### config.mk
export PLATFORM = sky130hd
export DESIGN_NAME = bus_address_selector
export DESIGN_NICKNAME = d
export VERILOG_FILES = /design/src/selector_pkg.sv /design/src/bus_address_selector.sv /design/src/lane_decode.sv
export SDC_FILE = /design/constraint.sdc
export NUM_CORES = 1
export LEC_CHECK = 0
export ABC_AREA = 1
export BUFFER_PORTS_ARGS = -buffer_cell sky130_fd_sc_hd__buf_2
export CAP_MARGIN = 20
export CORE_UTILIZATION = 46
export DETAILED_ROUTE_END_ITERATION = 12
export GPL_TIMING_DRIVEN = 1
export PLACE_DENSITY = 0.91
export SYNTH_ARGS = -nofsm -noshare
export SYNTH_HDL_FRONTEND = slang
export SYNTH_SLANG_ARGS = --single-unit
### constraint.sdc
create_clock -name mclk -period 1.9 [get_ports mclk]
set_input_delay 0.19 -clock mclk [delete_from_list [all_inputs] [get_ports mclk]]
set_output_delay 0.19 -clock mclk [all_outputs]
set_load 0.01 [all_outputs]
### src/selector_pkg.sv
// Shared constants and types for the bus address selector
package selector_pkg;

    // ------------------------------------------------------------------
    // Bus geometry
    // ------------------------------------------------------------------
    localparam int ADDR_W     = 32;           // Single linear space
    localparam int DATA_W     = 32;           // Read and write data width
    localparam int LANES      = 4;            // Byte lanes on the bus
    localparam int SEL_LANES  = 2;            // Lanes covered per selector

    // ------------------------------------------------------------------
    // Transfer size encoding on size input
    // ------------------------------------------------------------------
    localparam logic [1:0] SIZE_BYTE = 2'h0;
    localparam logic [1:0] SIZE_HALF = 2'h1;
    localparam logic [1:0] SIZE_WORD = 2'h2;

    // ------------------------------------------------------------------
    // Alignment setting encoding
    // ------------------------------------------------------------------
    localparam logic [1:0] ALIGN_BYTE = 2'h0;
    localparam logic [1:0] ALIGN_HALF = 2'h1;
    localparam logic [1:0] ALIGN_WORD = 2'h2;

    // ------------------------------------------------------------------
    // Function setting encoding
    // ------------------------------------------------------------------
    localparam logic [1:0] FUNC_SPLIT = 2'h0;   // Separate read/write
    localparam logic [1:0] FUNC_CHIP  = 2'h1;   // Chip select
    localparam logic [1:0] FUNC_DMA   = 2'h2;   // DMA control register

    // ------------------------------------------------------------------
    // Reset values
    // ------------------------------------------------------------------
    localparam logic [31:0] MASK_RST  = 32'h0000_0000;
    localparam logic [1:0]  LANE_RST  = 2'h0;
    localparam logic [1:0]  DMA_CH_RST = 2'h0;

    // Field positions inside the DMA control word
    localparam int DMA_EN_BIT  = 0;
    localparam int DMA_CH_LSB  = 1;
    localparam int DMA_CH_W    = 2;
    localparam int DMA_CHANNELS = 4;

    // Load sequencing states
    typedef enum logic [0:0] {
        ST_UNLOADED,
        ST_LOADED
    } load_state_type;

endpackage

### src/bus_address_selector.sv
// Programmable bus address selector, top level
//
// What this block does
// - Range is power-of-two bytes, 1 to 4G
// - Match values loaded at init, then fixed
// - Alignment setting plus size decode lanes
// - Decode one flat 32-bit address space
// - One of three functions per selector
// - Split mode: read and write decode outputs
// - Chip mode: select any, read shows direction
// - DMA mode: relocatable enable, steer handshakes
// - Two read, two write lane enables
// - Word write asserts all lane enables
// - Half-word write replicated on both halves
// - Byte write replicated on four lanes
// - Partial write enables written lanes only
// - Master captures read data next edge
// - Low/high masks; both set is don't-care
// - Decode lands one edge after the address
// - Unselected drive zero; reads are OR-ed
`timescale 1ns/1ps

module bus_address_selector
    import selector_pkg::*;
(
    input  wire logic              mclk,
    input  wire logic              resetn,
    input  wire logic              cfg_load,
    input  wire logic [ADDR_W-1:0] cfg_low_match_mask,
    input  wire logic [ADDR_W-1:0] cfg_high_match_mask,
    input  wire logic [1:0]        cfg_align,
    input  wire logic [1:0]        cfg_function,
    input  wire logic              cfg_lane_base,
    input  wire logic              bus_valid,
    input  wire logic              bus_write,
    input  wire logic [1:0]        bus_size,
    input  wire logic [ADDR_W-1:0] bus_addr,
    input  wire logic [DATA_W-1:0] bus_wdata,
    input  wire logic [DATA_W-1:0] user_rdata,
    input  wire logic              user_dma_req,
    input  wire logic              user_early_stop,
    input  wire logic [DMA_CHANNELS-1:0] dma_ack_in,
    input  wire logic [DMA_CHANNELS-1:0] dma_early_ack_in,
    output logic      [1:0]        read_decode_out,
    output logic      [1:0]        write_decode_out,
    output logic      [1:0]        chip_select_out,
    output logic      [DATA_W-1:0] wdata_out,
    output logic      [DATA_W-1:0] rdata_out,
    output logic [DMA_CHANNELS-1:0] dma_request_steer,
    output logic      [DMA_CHANNELS-1:0] early_stop_request,
    output logic                   dma_ack_steer,
    output logic                   early_stop_ack,
    output logic                   cfg_loaded
);

    // ------------------------------------------------------------------
    // Configuration state
    // ------------------------------------------------------------------
    load_state_type    state_ff;       // Loaded or not
    load_state_type    nxt_state;
    logic [ADDR_W-1:0] low_match_mask_ff;   // Bits matching when low
    logic [ADDR_W-1:0] nxt_low_match_mask;
    logic [ADDR_W-1:0] high_match_mask_ff;  // Bits matching when high
    logic [ADDR_W-1:0] nxt_high_match_mask;
    logic [1:0]        align_ff;       // Configured access width
    logic [1:0]        nxt_align;
    logic [1:0]        func_ff;        // Configured function
    logic [1:0]        nxt_func;
    logic              lane_base_ff;   // Upper or lower lane pair
    logic              nxt_lane_base;

    // Configuration is taken once; later load strobes are ignored
    always_comb begin
        nxt_state           = state_ff;
        nxt_low_match_mask  = low_match_mask_ff;
        nxt_high_match_mask = high_match_mask_ff;
        nxt_align           = align_ff;
        nxt_func            = func_ff;
        nxt_lane_base       = lane_base_ff;
        if (state_ff == ST_UNLOADED && cfg_load) begin
            nxt_state           = ST_LOADED;
            nxt_low_match_mask  = cfg_low_match_mask;
            nxt_high_match_mask = cfg_high_match_mask;
            nxt_align           = cfg_align;
            nxt_func            = cfg_function;
            nxt_lane_base       = cfg_lane_base;
        end
    end

    // Configuration registers
    always_ff @(posedge mclk) begin
        if (!resetn) begin
            state_ff           <= ST_UNLOADED;
            low_match_mask_ff  <= MASK_RST;
            high_match_mask_ff <= MASK_RST;
            align_ff           <= ALIGN_WORD;
            func_ff            <= FUNC_SPLIT;
            lane_base_ff       <= 1'b0;
        end else begin
            state_ff           <= nxt_state;
            low_match_mask_ff  <= nxt_low_match_mask;
            high_match_mask_ff <= nxt_high_match_mask;
            align_ff           <= nxt_align;
            func_ff            <= nxt_func;
            lane_base_ff       <= nxt_lane_base;
        end
    end

    // ------------------------------------------------------------------
    // Address match
    // ------------------------------------------------------------------
    logic [ADDR_W-1:0] bit_ok;   // Per-bit match
    logic              addr_hit; // Whole address matches

    genvar gi;
    generate
        for (gi = 0; gi < ADDR_W; gi++) begin : g_bit
            assign bit_ok[gi] = bus_addr[gi] ? high_match_mask_ff[gi]
                                             : low_match_mask_ff[gi];
        end
    endgenerate

    // contiguous don't-care low bits give power-of-two ranges
    assign addr_hit = &bit_ok;

    // ------------------------------------------------------------------
    // Lane decode
    // ------------------------------------------------------------------
    logic [1:0] lane_hit;   // two lanes per selector

    lane_decode u_lane (
        .align     (align_ff),
        .size      (bus_size),
        .addr_lo   (bus_addr[1:0]),
        .lane_base (lane_base_ff),
        .lane_hit  (lane_hit)
    );

    // ------------------------------------------------------------------
    // Output decode and DMA control word
    // ------------------------------------------------------------------
    logic [1:0]  rd_ff, nxt_rd;         // Read decode
    logic [1:0]  wr_ff, nxt_wr;         // Write decode
    logic [1:0]  cs_ff, nxt_cs;         // Chip select
    logic [DATA_W-1:0] wd_ff, nxt_wd;   // Replicated write data
    logic [DATA_W-1:0] rdd_ff, nxt_rdd; // Captured read data
    logic        dma_en_ff, nxt_dma_en; // DMA requests enabled
    logic [DMA_CH_W-1:0] dma_ch_ff, nxt_dma_ch; // Chosen channel
    logic [DMA_CHANNELS-1:0] req_ff, nxt_req;   // Steered request
    logic [DMA_CHANNELS-1:0] est_ff, nxt_est;   // Steered early stop
    logic        ack_ff, nxt_ack;       // Returned acknowledge
    logic        eack_ff, nxt_eack;     // Returned early ack
    logic        hit;                   // Valid matched transfer
    logic [1:0]  lane_rd, lane_wr;      // Lane enables by direction

    // Outputs are registered, so decode lands one edge after the
    // address; this is the cost of every output coming from a flop
    always_comb begin
        hit     = bus_valid && addr_hit && (state_ff == ST_LOADED);
        lane_rd = (hit && !bus_write) ? lane_hit : 2'h0;
        lane_wr = (hit &&  bus_write) ? lane_hit : 2'h0;
        nxt_rd  = 2'h0;
        nxt_wr  = 2'h0;
        nxt_cs  = 2'h0;
        nxt_dma_en = dma_en_ff;
        nxt_dma_ch = dma_ch_ff;
        case (func_ff)
            FUNC_SPLIT: begin
                nxt_rd = lane_rd;
                nxt_wr = lane_wr;
            end
            FUNC_CHIP: begin
                nxt_cs = lane_rd | lane_wr;
                nxt_rd = lane_rd;
            end
            FUNC_DMA: begin
                if (lane_wr[0]) begin
                    nxt_dma_en = bus_wdata[DMA_EN_BIT];
                    nxt_dma_ch = bus_wdata[DMA_CH_LSB +: DMA_CH_W];
                end
                nxt_rd = lane_rd;
            end
            default: begin
                nxt_rd = 2'h0;
            end
        endcase
        case (bus_size)
            SIZE_BYTE: nxt_wd = {LANES{bus_wdata[7:0]}};
            SIZE_HALF: nxt_wd = {2{bus_wdata[15:0]}};
            default:   nxt_wd = bus_wdata;
        endcase
        // OR-merged read data taken next edge
        nxt_rdd = user_rdata;
        // steer handshakes to and from chosen channel
        nxt_req  = '0;
        nxt_est  = '0;
        if (func_ff == FUNC_DMA && dma_en_ff) begin
            nxt_req[dma_ch_ff] = user_dma_req;
            nxt_est[dma_ch_ff] = user_early_stop;
        end
        nxt_ack  = (func_ff == FUNC_DMA) && dma_ack_in[dma_ch_ff];
        nxt_eack = (func_ff == FUNC_DMA) && dma_early_ack_in[dma_ch_ff];
    end

    // Output registers
    always_ff @(posedge mclk) begin
        if (!resetn) begin
            rd_ff     <= LANE_RST;
            wr_ff     <= LANE_RST;
            cs_ff     <= LANE_RST;
            wd_ff     <= '0;
            rdd_ff    <= '0;
            dma_en_ff <= 1'b0;
            dma_ch_ff <= DMA_CH_RST;
            req_ff    <= '0;
            est_ff    <= '0;
            ack_ff    <= 1'b0;
            eack_ff   <= 1'b0;
        end else begin
            rd_ff     <= nxt_rd;
            wr_ff     <= nxt_wr;
            cs_ff     <= nxt_cs;
            wd_ff     <= nxt_wd;
            rdd_ff    <= nxt_rdd;
            dma_en_ff <= nxt_dma_en;
            dma_ch_ff <= nxt_dma_ch;
            req_ff    <= nxt_req;
            est_ff    <= nxt_est;
            ack_ff    <= nxt_ack;
            eack_ff   <= nxt_eack;
        end
    end

    assign read_decode_out    = rd_ff;
    assign write_decode_out   = wr_ff;
    assign chip_select_out    = cs_ff;
    assign wdata_out          = wd_ff;
    assign rdata_out          = rdd_ff;
    assign dma_request_steer  = req_ff;
    assign early_stop_request = est_ff;
    assign dma_ack_steer      = ack_ff;
    assign early_stop_ack     = eack_ff;
    assign cfg_loaded         = (state_ff == ST_LOADED);

endmodule

### src/lane_decode.sv
// Combinational byte-lane decode for one selector
`timescale 1ns/1ps

module lane_decode
    import selector_pkg::*;
(
    input  wire logic [1:0] align,
    input  wire logic [1:0] size,
    input  wire logic [1:0] addr_lo,
    input  wire logic       lane_base,
    output logic      [1:0] lane_hit
);

    // ------------------------------------------------------------------
    // Lane mask of the transfer over all four lanes
    // ------------------------------------------------------------------
    logic [3:0] xfer_lanes;  // Lanes the transfer touches
    logic       size_ok;     // Size fits the configured alignment

    // Which lanes a transfer of this size and offset touches
    always_comb begin
        case (size)
            SIZE_WORD: xfer_lanes = 4'hf;
            SIZE_HALF: xfer_lanes = addr_lo[1] ? 4'hc : 4'h3;
            SIZE_BYTE: xfer_lanes = 4'h1 << addr_lo;
            default:   xfer_lanes = 4'h0;
        endcase
    end

    always_comb begin
        case (align)
            ALIGN_WORD: size_ok = (size == SIZE_WORD);
            ALIGN_HALF: size_ok = (size == SIZE_WORD) ||
                                  (size == SIZE_HALF);
            ALIGN_BYTE: size_ok = (size != 2'h3);
            default:    size_ok = 1'b0;
        endcase
    end

    // only lanes the transfer touches; bad size gives none
    always_comb begin
        if (!size_ok) begin
            lane_hit = 2'h0;
        end else if (lane_base) begin
            lane_hit = xfer_lanes[3:2];
        end else begin
            lane_hit = xfer_lanes[1:0];
        end
    end

endmodule

==> metrics, run 1 <==
Routed WL per cell about 14 um; GRT met2 Usage 0.479; critical-path maximum fanout 6; largest net degree at the start of global routing between 90 and 100; R2R Path End dma_ch_ff[1]; synthesized area ~5700 sq um; core area roughly 12,000 sq um; Startpoint Class register; CTS Buf Count 17; DIE WIDTH between 100 and 150 um; Setup TNS 0 ns; final wirelength about 17 mm; final period utilization 0.896; Worst EP arrival about 2.1 ns; crit path kind reg -> reg; DRT iter0 DRCs 422; Yosys reg bits about 150; starting density of the core 0.474; Post-Synthesis Cells about 760; synth warn 0; H-tree lvl count 4; Worst setup endpoint dma_ch_ff[1]; Hold Fails Final Rpt 0; Max Slew Vio Count 0; CTS max path bufs 2; antenna violations before repair 2; gr usage total 0.269; post-synthesis sequential area ratio 0.538; Worst R2R Start low_match_mask_ff[17]; Worst-Margin Slew around 0.36 ns; routability cong. 0.830; Leakage roughly 4.4 nW; Synth area leaders dfxtp_1 (54%), nand2_1 (9.7%), inv_1 (7.6%), o21ai_0 (7.6%), a21oi_1 (6.1%); vias about 6,000; routing usage on met1 0.273; Worst slew margin 0.756; ys flop type dfxtp_1; Min-Delay Path Class in -> reg; syn_nets about 950; IO Count roughly 260; Pint ~5.8 mW; full die area 12,800 sq um; fmax 587 MHz; Power Dens Cells about 900 nW/um^2; top-area cell type share of the netlist area 0.538; final setup fails 0; post-synthesis async set-or-reset flop share 0; RSZ-0062 raised after global routing no; area delta synth->final 46.4%; CTS tree done; Pwr Total 7.65 mW; most frequent cell after synthesis dfxtp_1; CTS Hold Bufs slightly above 60; Worst Setup SP low_match_mask_ff[17]; Clk pwr share 0.418; met3 Usage GRT 0.0905; multi-input combinational cell area roughly 2000 sq um; R2R Setup Slk slightly below 0.2 ns; most crowded layer after global routing met2; die height between 100 and 150 um; vias in the first global route just under 6,000; synth cell count leaders dfxtp_1 (153), nand2_1 (147), inv_1 (115); crit end category register; Filler cells about 900; status finished clean; drc violations 0; switching pwr ~1.9 mW; required time of the critical path between 2 and 2.5 ns; layout cells sized above 1 0.299; Post-Place Cells 1,147; VDD IR max approximately 0.83 mV; clk_skew around 0.012 ns; post_cts resized 0; Routed Antenna Nets 0; # nets final roughly 1,300; Final HPWL DP about 12 mm; switch share 0.246; first-pass iteration count of the detailed router 5; dpl ws between 0.2 and 0.25 ns; clock-pin transition on the worst setup and hold timing paths around 0.060 ns; Fin Hold WS about 0.013 ns; Reg area ~3000 sq um; DR vias/cell between 4 and 5; post-CTS setup buffer count 0; Netlist cell types 25; Worst-Skew Late Latency 0.42 ns; R2R depth 8; Max-cap violations 0; IO Port Bufs around 260; Clk Tree Root Cell clkbuf_16; sequential power share 0.455; Final Non-Filler Cells 1,242; GRT overflow 0; final worst setup slack 0.198 ns; combinational power share 0.127; # clock sinks around 150; first-pass GRT wire length 26.5 mm; Period minus WS final between 1.5 and 2 ns; Row Count 40; Post-synth EDFFs 0; Mean Syn Cell Area 7.47 sq um; leading area contributor after synthesis dfxtp_1
layout make-up:
| class | instances | area share |
|---|---|---|
| antenna | 2 | 0.000601 |
| clock buffer | 23 | 0.0574 |
| timing repair buffer | 332 | 0.242 |
| inverter | 134 | 0.0604 |
| tap | 147 | 0.0221 |
| clock inverter | 9 | 0.0110 |
| sequential | 153 | 0.368 |
| multi-input combinational | 442 | 0.239 |
power by group through the flow:
stage                     registers, mW  clock network [mW]  logic, mW
after floorplan                    3.58                   0      0.410
after global placement             3.54                   0      0.832
after detailed placement           3.55                   0      0.852
after CTS                          3.48                3.24      0.959
after global routing               3.50                3.38       1.09
final                              3.48                3.20      0.974
worst max-delay path, stage by stage (launching register included):
cell	delay, ns
dfxtp_1	0.32
inv_1	0.06
o21ai_0	0.31
o2111ai_1	0.28
nor2_2	0.25
nand4_2	0.20
nand2_1	0.10
nand2_1	0.05
nor2_1	0.09
through the flow:
stage | instance area [sq um] | util
floorplan | 5690 | -
global placement | 7150 | 0.595
detailed placement | 7150 | 0.595
CTS | 8330 | 0.693
global route | 8330 | 0.694
finish | 8330 | 0.694
state kept, by name (all words and copies together) (netlist names):
register,cells
low_match_mask_ff,32
cfg_loaded,1
wdata_out,32
write_decode_out,2
dma_request_steer,4
dma_en_ff,1
early_stop_ack,1
func_ff,2
read_decode_out,2
rdata_out,32
early_stop_request,4
dma_ack_steer,1
chip_select_out,2
lane_base_ff,1
dma_ch_ff,2
align_ff,2
high_match_mask_ff,32
layer usage:
metal,vias to the layer above,routed length [um],part of all wire
li1,2991,-,-
met1,2674,6480,0.38
met2,271,8440,0.50
met3,64,1230,0.072
met4,0,769,0.045
met5,-,0,0
kinds of logic (layout without fill, tap and decap cells):
group | Yosys count | after routing | synth area share
simple gates | 264 | 264 | 0.184
compound gates | 173 | 173 | 0.156
buf+inv | 167 | 498 | 0.112
flops | 153 | 153 | 0.538
fa+ha+maj | 4 | 4 | 0.00880
xor+xnor | 1 | 1 | 0.00154
other cells | 0 | 2 | 0
placed cells by master, fill, tap and decap left out, types with 2 or more instances in the layout:
cell type,Yosys,final
buf_2,5,261
dfxtp_1,153,153
nand2_1,147,147
inv_1,115,114
nor2_1,90,90
o21ai_0,86,86
a21oi_1,69,69
dlygate4sd3_1,0,61
inv_2,19,20
clkbuf_16,0,17
nand3_1,11,11
buf_4,1,8
o21ai_1,7,7
nor2_2,5,5
o22ai_1,5,5
nor3_1,5,5
ha_1,4,4
clkinvlp_4,0,4
nand4_1,3,3
clkbuf_8,0,3
clkbuf_1,27,3
diode_2,0,2
a22oi_1,2,2
a31oi_1,2,2
clkinv_4,0,2
buf_12,0,2
worst min-delay path by stage:
| stage | from | end | slack (ns) | cells after the start |
|---|---|---|---|---|
| after floorplan | bus_wdata[0] | wdata_out[0] | 0.28 | 2 |
| after global placement | user_rdata[6] | rdata_out[6] | 0.37 | 3 |
| after detailed placement | user_rdata[8] | rdata_out[8] | 0.37 | 3 |
| after CTS | cfg_low_match_mask[9] | low_match_mask_ff[9] | 0.0009 | 3 |
| after global routing | cfg_low_match_mask[30] | low_match_mask_ff[30] | 0.009 | 3 |
| final | cfg_low_match_mask[9] | low_match_mask_ff[9] | 0.01 | 3 |
Note: power is estimated with default switching activity, not from simulation.
==> run 2, diff against run 1 <==
CAP_MARGIN = unset   (was 20)
REMOVE_ABC_BUFFERS = 1   (was unset)
TNS_END_PERCENT = 20   (was unset)
==> run 2 against run 1 <==
Against the previous run:
- die area is the same
- via count shrank 0.40%
- fmax grew 5.5%
- global-route usage increased by 0.31 points
- design area decreased by 0.66%
- worst hold slack lost 0.00098 ns
- clock-buffer cell count fell by 2
- worst setup slack better by 0.089 ns
- critical path type unchanged
- largest cell class unchanged
- largest power group is now the clock network
- highest routed layer unchanged
==> metrics, run 2 (synthesis results as in run 1) <==
status finished clean; # clock sinks between 150 and 200; Routed WL per cell roughly 14 um; largest net degree at the start of global routing roughly 110; placed inst area approximately 7100 sq um; met3 routed WL 1.22 mm; most frequent cells in the layout buf_2 (261), dfxtp_1 (153), nand2_1 (147); Leakage 4.42 nW; Filler cells 868; crit path kind reg -> reg; Worst EP arrival about 1.9 ns; Max-cap violations 0; Clk Tree Root Cell clkbuf_16; # nets final roughly 1,300; layout cells sized above 1 0.306; Reg area between 3000 and 4000 sq um; VDD IR max ~0.75 mV; final setup fails 0; core area between 10,000 and 15,000 sq um; Hold Fails Final Rpt 0; CTS Buf Count 17; vias in the first global route 5,797; Worst-Margin Slew between 0.4 and 0.5 ns; DR vias/cell ~5; Max Slew Vio Count 0; final wirelength 17.6 mm; final design area excluding fillers between 8000 and 9000 sq um; Power Dens Cells ~980 nW/um^2; DIE WIDTH 113 um; full die area 12,800 sq um; Core Util, Final 0.689; Startpoint Class register; GRT overflow 0; commonest non-fill, non-tap cell in the layout buf_2; first-pass GRT wire length approximately 27 mm; CTS max path bufs 2; DR WL met2 between 9 and 10 mm; required time of the critical path roughly 2.2 ns; die height between 100 and 150 um; fmax around 620 MHz; Final HPWL DP 10.8 mm; critical-path maximum fanout 6; Worst-Skew Late Latency around 0.42 ns; drc violations 0; dpl ws around 0.26 ns; first-pass iteration count of the detailed router 6; crit end category register; Worst slew margin 0.696; IO Port Bufs around 260; met1 wire length roughly 6.5 mm; gr usage total 0.272; routability cong. ~0.8; Routed Antenna Nets 0; starting density of the core 0.474; post_cts resized 0; multi-input combinational cell area between 1500 and 2000 sq um; highest metal used met4; Period minus WS final between 1.5 and 2 ns; DRT iter0 DRCs between 300 and 400; antenna violations before repair 1; H-tree lvl count 4; final worst setup slack roughly 0.29 ns; Min-Delay Path Class in -> reg; clock-pin transition on the worst setup and hold timing paths 0.06 ns; RSZ-0062 raised after global routing no; IO Count around 260; final period utilization 0.849; R2R Setup Slk approximately 0.29 ns; vias 5,976; area delta synth->final 45.4%; clk_skew a little under 0.008 ns; CTS tree done; Row Count 40
-- run 2: changes by cell type in the layout (fill, tap and decap cells not counted) --
| cell | previous run | this run |
|---|---|---|
| bufinv_16 | 1 | 4 |
| clkbuf_1 | 3 | 0 |
| clkbuf_8 | 3 | 4 |
| clkinv_2 | 1 | 3 |
| clkinv_4 | 2 | 0 |
| clkinvlp_4 | 4 | 3 |
| diode_2 | 2 | 1 |
| dlygate4sd3_1 | 61 | 48 |
-- run 2: repair_timing --
item / 4_1_cts / 5_1_grt
buffers inserted: 0 / 0
hold buffers: 48 / 0
endpoints found under the hold margin: 48 / 0
-- run 2: layer usage --
| metal | track usage | up-vias |
|---|---|---|
| li1 | - | 2963 |
| met1 | 0.263 | 2665 |
| met2 | 0.515 | 292 |
| met3 | 0.0761 | 56 |
| met4 | 0.160 | 0 |
| met5 | 0 | - |
-- run 2: worst paths after layout --
kind,startpoint,endpoint,cells after the start
worst max-delay path,low_match_mask_ff[20],dma_en_ff,11
worst min-delay path,cfg_high_match_mask[14],high_match_mask_ff[14],3
worst max register to register,low_match_mask_ff[20],dma_en_ff,11
worst min register to register,high_match_mask_ff[7],high_match_mask_ff[7],2
-- run 2: critical path: stages (launching register included) --
cell	delay, ns
dfxtp_1	0.31
inv_1	0.05
nand2_1	0.06
nand2_1	0.05
nor2_1	0.11
nand2_1	0.07
nor2_1	0.16
nand2_1	0.08
nor2_2	0.21
nand4_2	0.20
nor2_1	0.14
nor2_1	0.06
-- run 2: power by group --
part           internal [mW]  switching [mW]  total (mW)
clock network           2.34            1.31        3.65
logic                  0.432           0.537       0.969
registers               3.41          0.0704        3.48
-- run 2: layout make-up --
type	instances	area share
multi-input combinational	442	0.241
timing repair buffer	319	0.228
clock buffer	21	0.0580
tap	147	0.0222
inverter	134	0.0608
sequential	153	0.370
clock inverter	11	0.0201
antenna	1	0.000302
-- run 2: stage by stage --
| step | setup TNS (ns) | hold WS, ns | total power [mW] | instances |
|---|---|---|---|---|
| 6_report | 0 | 0.0125 | 8.10 | 1228 |
| 5_1_grt | 0 | 0.00871 | 8.40 | 1228 |
| 4_1_cts | 0 | 0.000835 | 8.08 | 1227 |
| 3_5_place_dp | 0 | 0.377 | 4.40 | 1147 |
| 3_3_place_gp | 0 | 0.369 | 4.37 | 1147 |
| 2_1_floorplan | -33.21 | 0.274 | 3.95 | 729 |
==> run 3, diff against run 2 <==
CORE_UTILIZATION = 42   (was 46)
PLACE_DENSITY = 0.88   (was 0.91)
clock period = 1.4 ns   (was 1.9 ns; I/O delays follow)
==> run 3 against run 2 <==
Against the previous run:
- the flow now finishes with violations (setup timing)
- worst hold slack worse by 0.011 ns
- cell count up 9.1%
- critical path depth up 1
- wire length up 8.4%
- sequential share of layout area down 3.3 points
- critical endpoint is now dma_ch_ff[0]
- flip-flop and latch count unchanged
- clock power up 23%
==> metrics, run 3 (synthesis results as in run 1) <==
final setup fails 14; final wirelength roughly 19 mm; largest net degree at the start of global routing 76; starting density of the core 0.430; Startpoint Class register; most frequent cells in the layout buf_2 (261), dfxtp_1 (149), nand2_1 (144); core area about 13,000 sq um; IO Count between 200 and 300; DR vias/cell 4.72; full die area about 14,000 sq um; clk_skew 0.0110 ns; Row Count 42; DRT iter0 DRCs around 410; VDD IR max 1.01 mV; crit path kind reg -> reg; Max Slew Vio Count 0; drc violations 0; area delta synth->final 59.9%; IO Port Bufs about 260; clock-pin transition on the worst setup and hold timing paths 0.06 ns; CTS max path bufs 2; die height between 100 and 150 um; routability cong. 0.868; Reg area about 3100 sq um; # clock sinks 153; fmax between 600 and 700 MHz; R2R depth 12; layout cells sized above 1 0.325; Hold Fails Final Rpt 0; required time of the critical path roughly 1.7 ns; final worst setup slack -0.124 ns; status finished, violations left; Leakage 4.75 nW; Period minus WS final between 1.5 and 2 ns; DIE WIDTH roughly 120 um; crit end category register; Max-cap violations 0; Post-Place Cells 1,204; first-pass GRT wire length about 30 mm; Clk Tree Root Cell clkbuf_16; Worst-Margin Slew around 0.35 ns; # nets final roughly 1,300; vias between 6,000 and 7,000; beginning of the worst hold path cfg_low_match_mask[5]; first-pass iteration count of the detailed router 5; Filler cells 940; Core Util, Final 0.687; R2R Path End dma_ch_ff[0]; Worst Hold End low_match_mask_ff[5]; Pwr Total ~11 mW; CTS Buf Count 17; critical-path maximum fanout 6; Routed WL per cell about 14 um; RSZ-0062 raised after global routing yes; CTS tree done; Routed Antenna Nets 0; antenna violations before repair 0; Final Non-Filler Cells ~1,300; Setup TNS -0.814 ns; Worst-Skew Late Latency 0.42 ns; Worst EP arrival about 1.9 ns; final period utilization 1.09; Min-Delay Path Class in -> reg; gr usage total 0.275; H-tree lvl count 4; hold path cells 3; Power Dens Cells approximately 1200 nW/um^2; commonest non-fill, non-tap cell in the layout buf_2; Worst slew margin 0.766; Worst R2R Start low_match_mask_ff[12]; multi-input combinational cell area around 2100 sq um; vias in the first global route 6,479; failing checks setup timing; Final HPWL DP roughly 11 mm; GRT overflow 0; R2R Setup Slk -0.12 ns; Inserted Diodes 0
[run 3: worst max-delay path, cell delays in order, from the launching register on]
cell	delay, ns
dfxtp_1	0.31
inv_1	0.05
nand2_1	0.06
nand2_1	0.07
nor2_1	0.12
nand2_1	0.11
nor2_1	0.11
nand2_1	0.10
nor2_4	0.16
nand4_4	0.15
nand2_1	0.10
nand2_1	0.05
nor2_1	0.08
[run 3: report_power, final]
part	internal, mW	switching (mW)
clock network	2.71	1.79
registers	4.63	0.0985
logic	0.766	0.793
total	8.10	2.68
[run 3: layout make-up]
cell class / count / area share
Clock inverter: 12 / 0.0136
Sequential cell: 153 / 0.337
Clock buffer: 20 / 0.0502
Tap cell: 176 / 0.0242
Multi-Input combinational cell: 442 / 0.226
Timing Repair Buffer: 403 / 0.293
Inverter: 134 / 0.0554
[run 3: routing by layer]
metal  global-route usage  up-vias  share of wire
met5                    0        -              0
met3               0.0705       62          0.059
li1                     -     3142              -
met4                0.139        0          0.036
met2                0.514      292           0.53
met1                0.280     2833           0.37
[run 3: worst max-delay path by stage]
| stage | startpoint | end | slack [ns] | cells past startpoint |
|---|---|---|---|---|
| floorplan | cfg_loaded | align_ff[0] | -1.04 | 4 |
| global placement | high_match_mask_ff[25] | dma_ch_ff[0] | -0.19 | 11 |
| detailed placement | low_match_mask_ff[25] | dma_en_ff | -0.26 | 11 |
| CTS | low_match_mask_ff[25] | dma_en_ff | -0.13 | 12 |
| global route | low_match_mask_ff[12] | chip_select_out[1] | -0.30 | 10 |
| finish | low_match_mask_ff[12] | dma_ch_ff[0] | -0.12 | 12 |
[run 3: what timing repair did]
action,in CTS,in global routing
hold buffers,103,0
resized for setup,3,38
pin swaps,0,4
endpoints found under the setup margin,9,35
hold endpoints to repair,106,0
setup buffers,0,1
[run 3: per-stage QoR]
step                      instance area (sq um)  setup slack, ns  hold WS, ns
after detailed placement                   7410           -0.258        0.325
final                                      9100           -0.124      0.00121
after global placement                     7410           -0.191        0.319
after floorplan                            5560            -1.04        0.224
after global routing                       9100           -0.301       0.0116
after CTS                                  9030           -0.128     0.000320
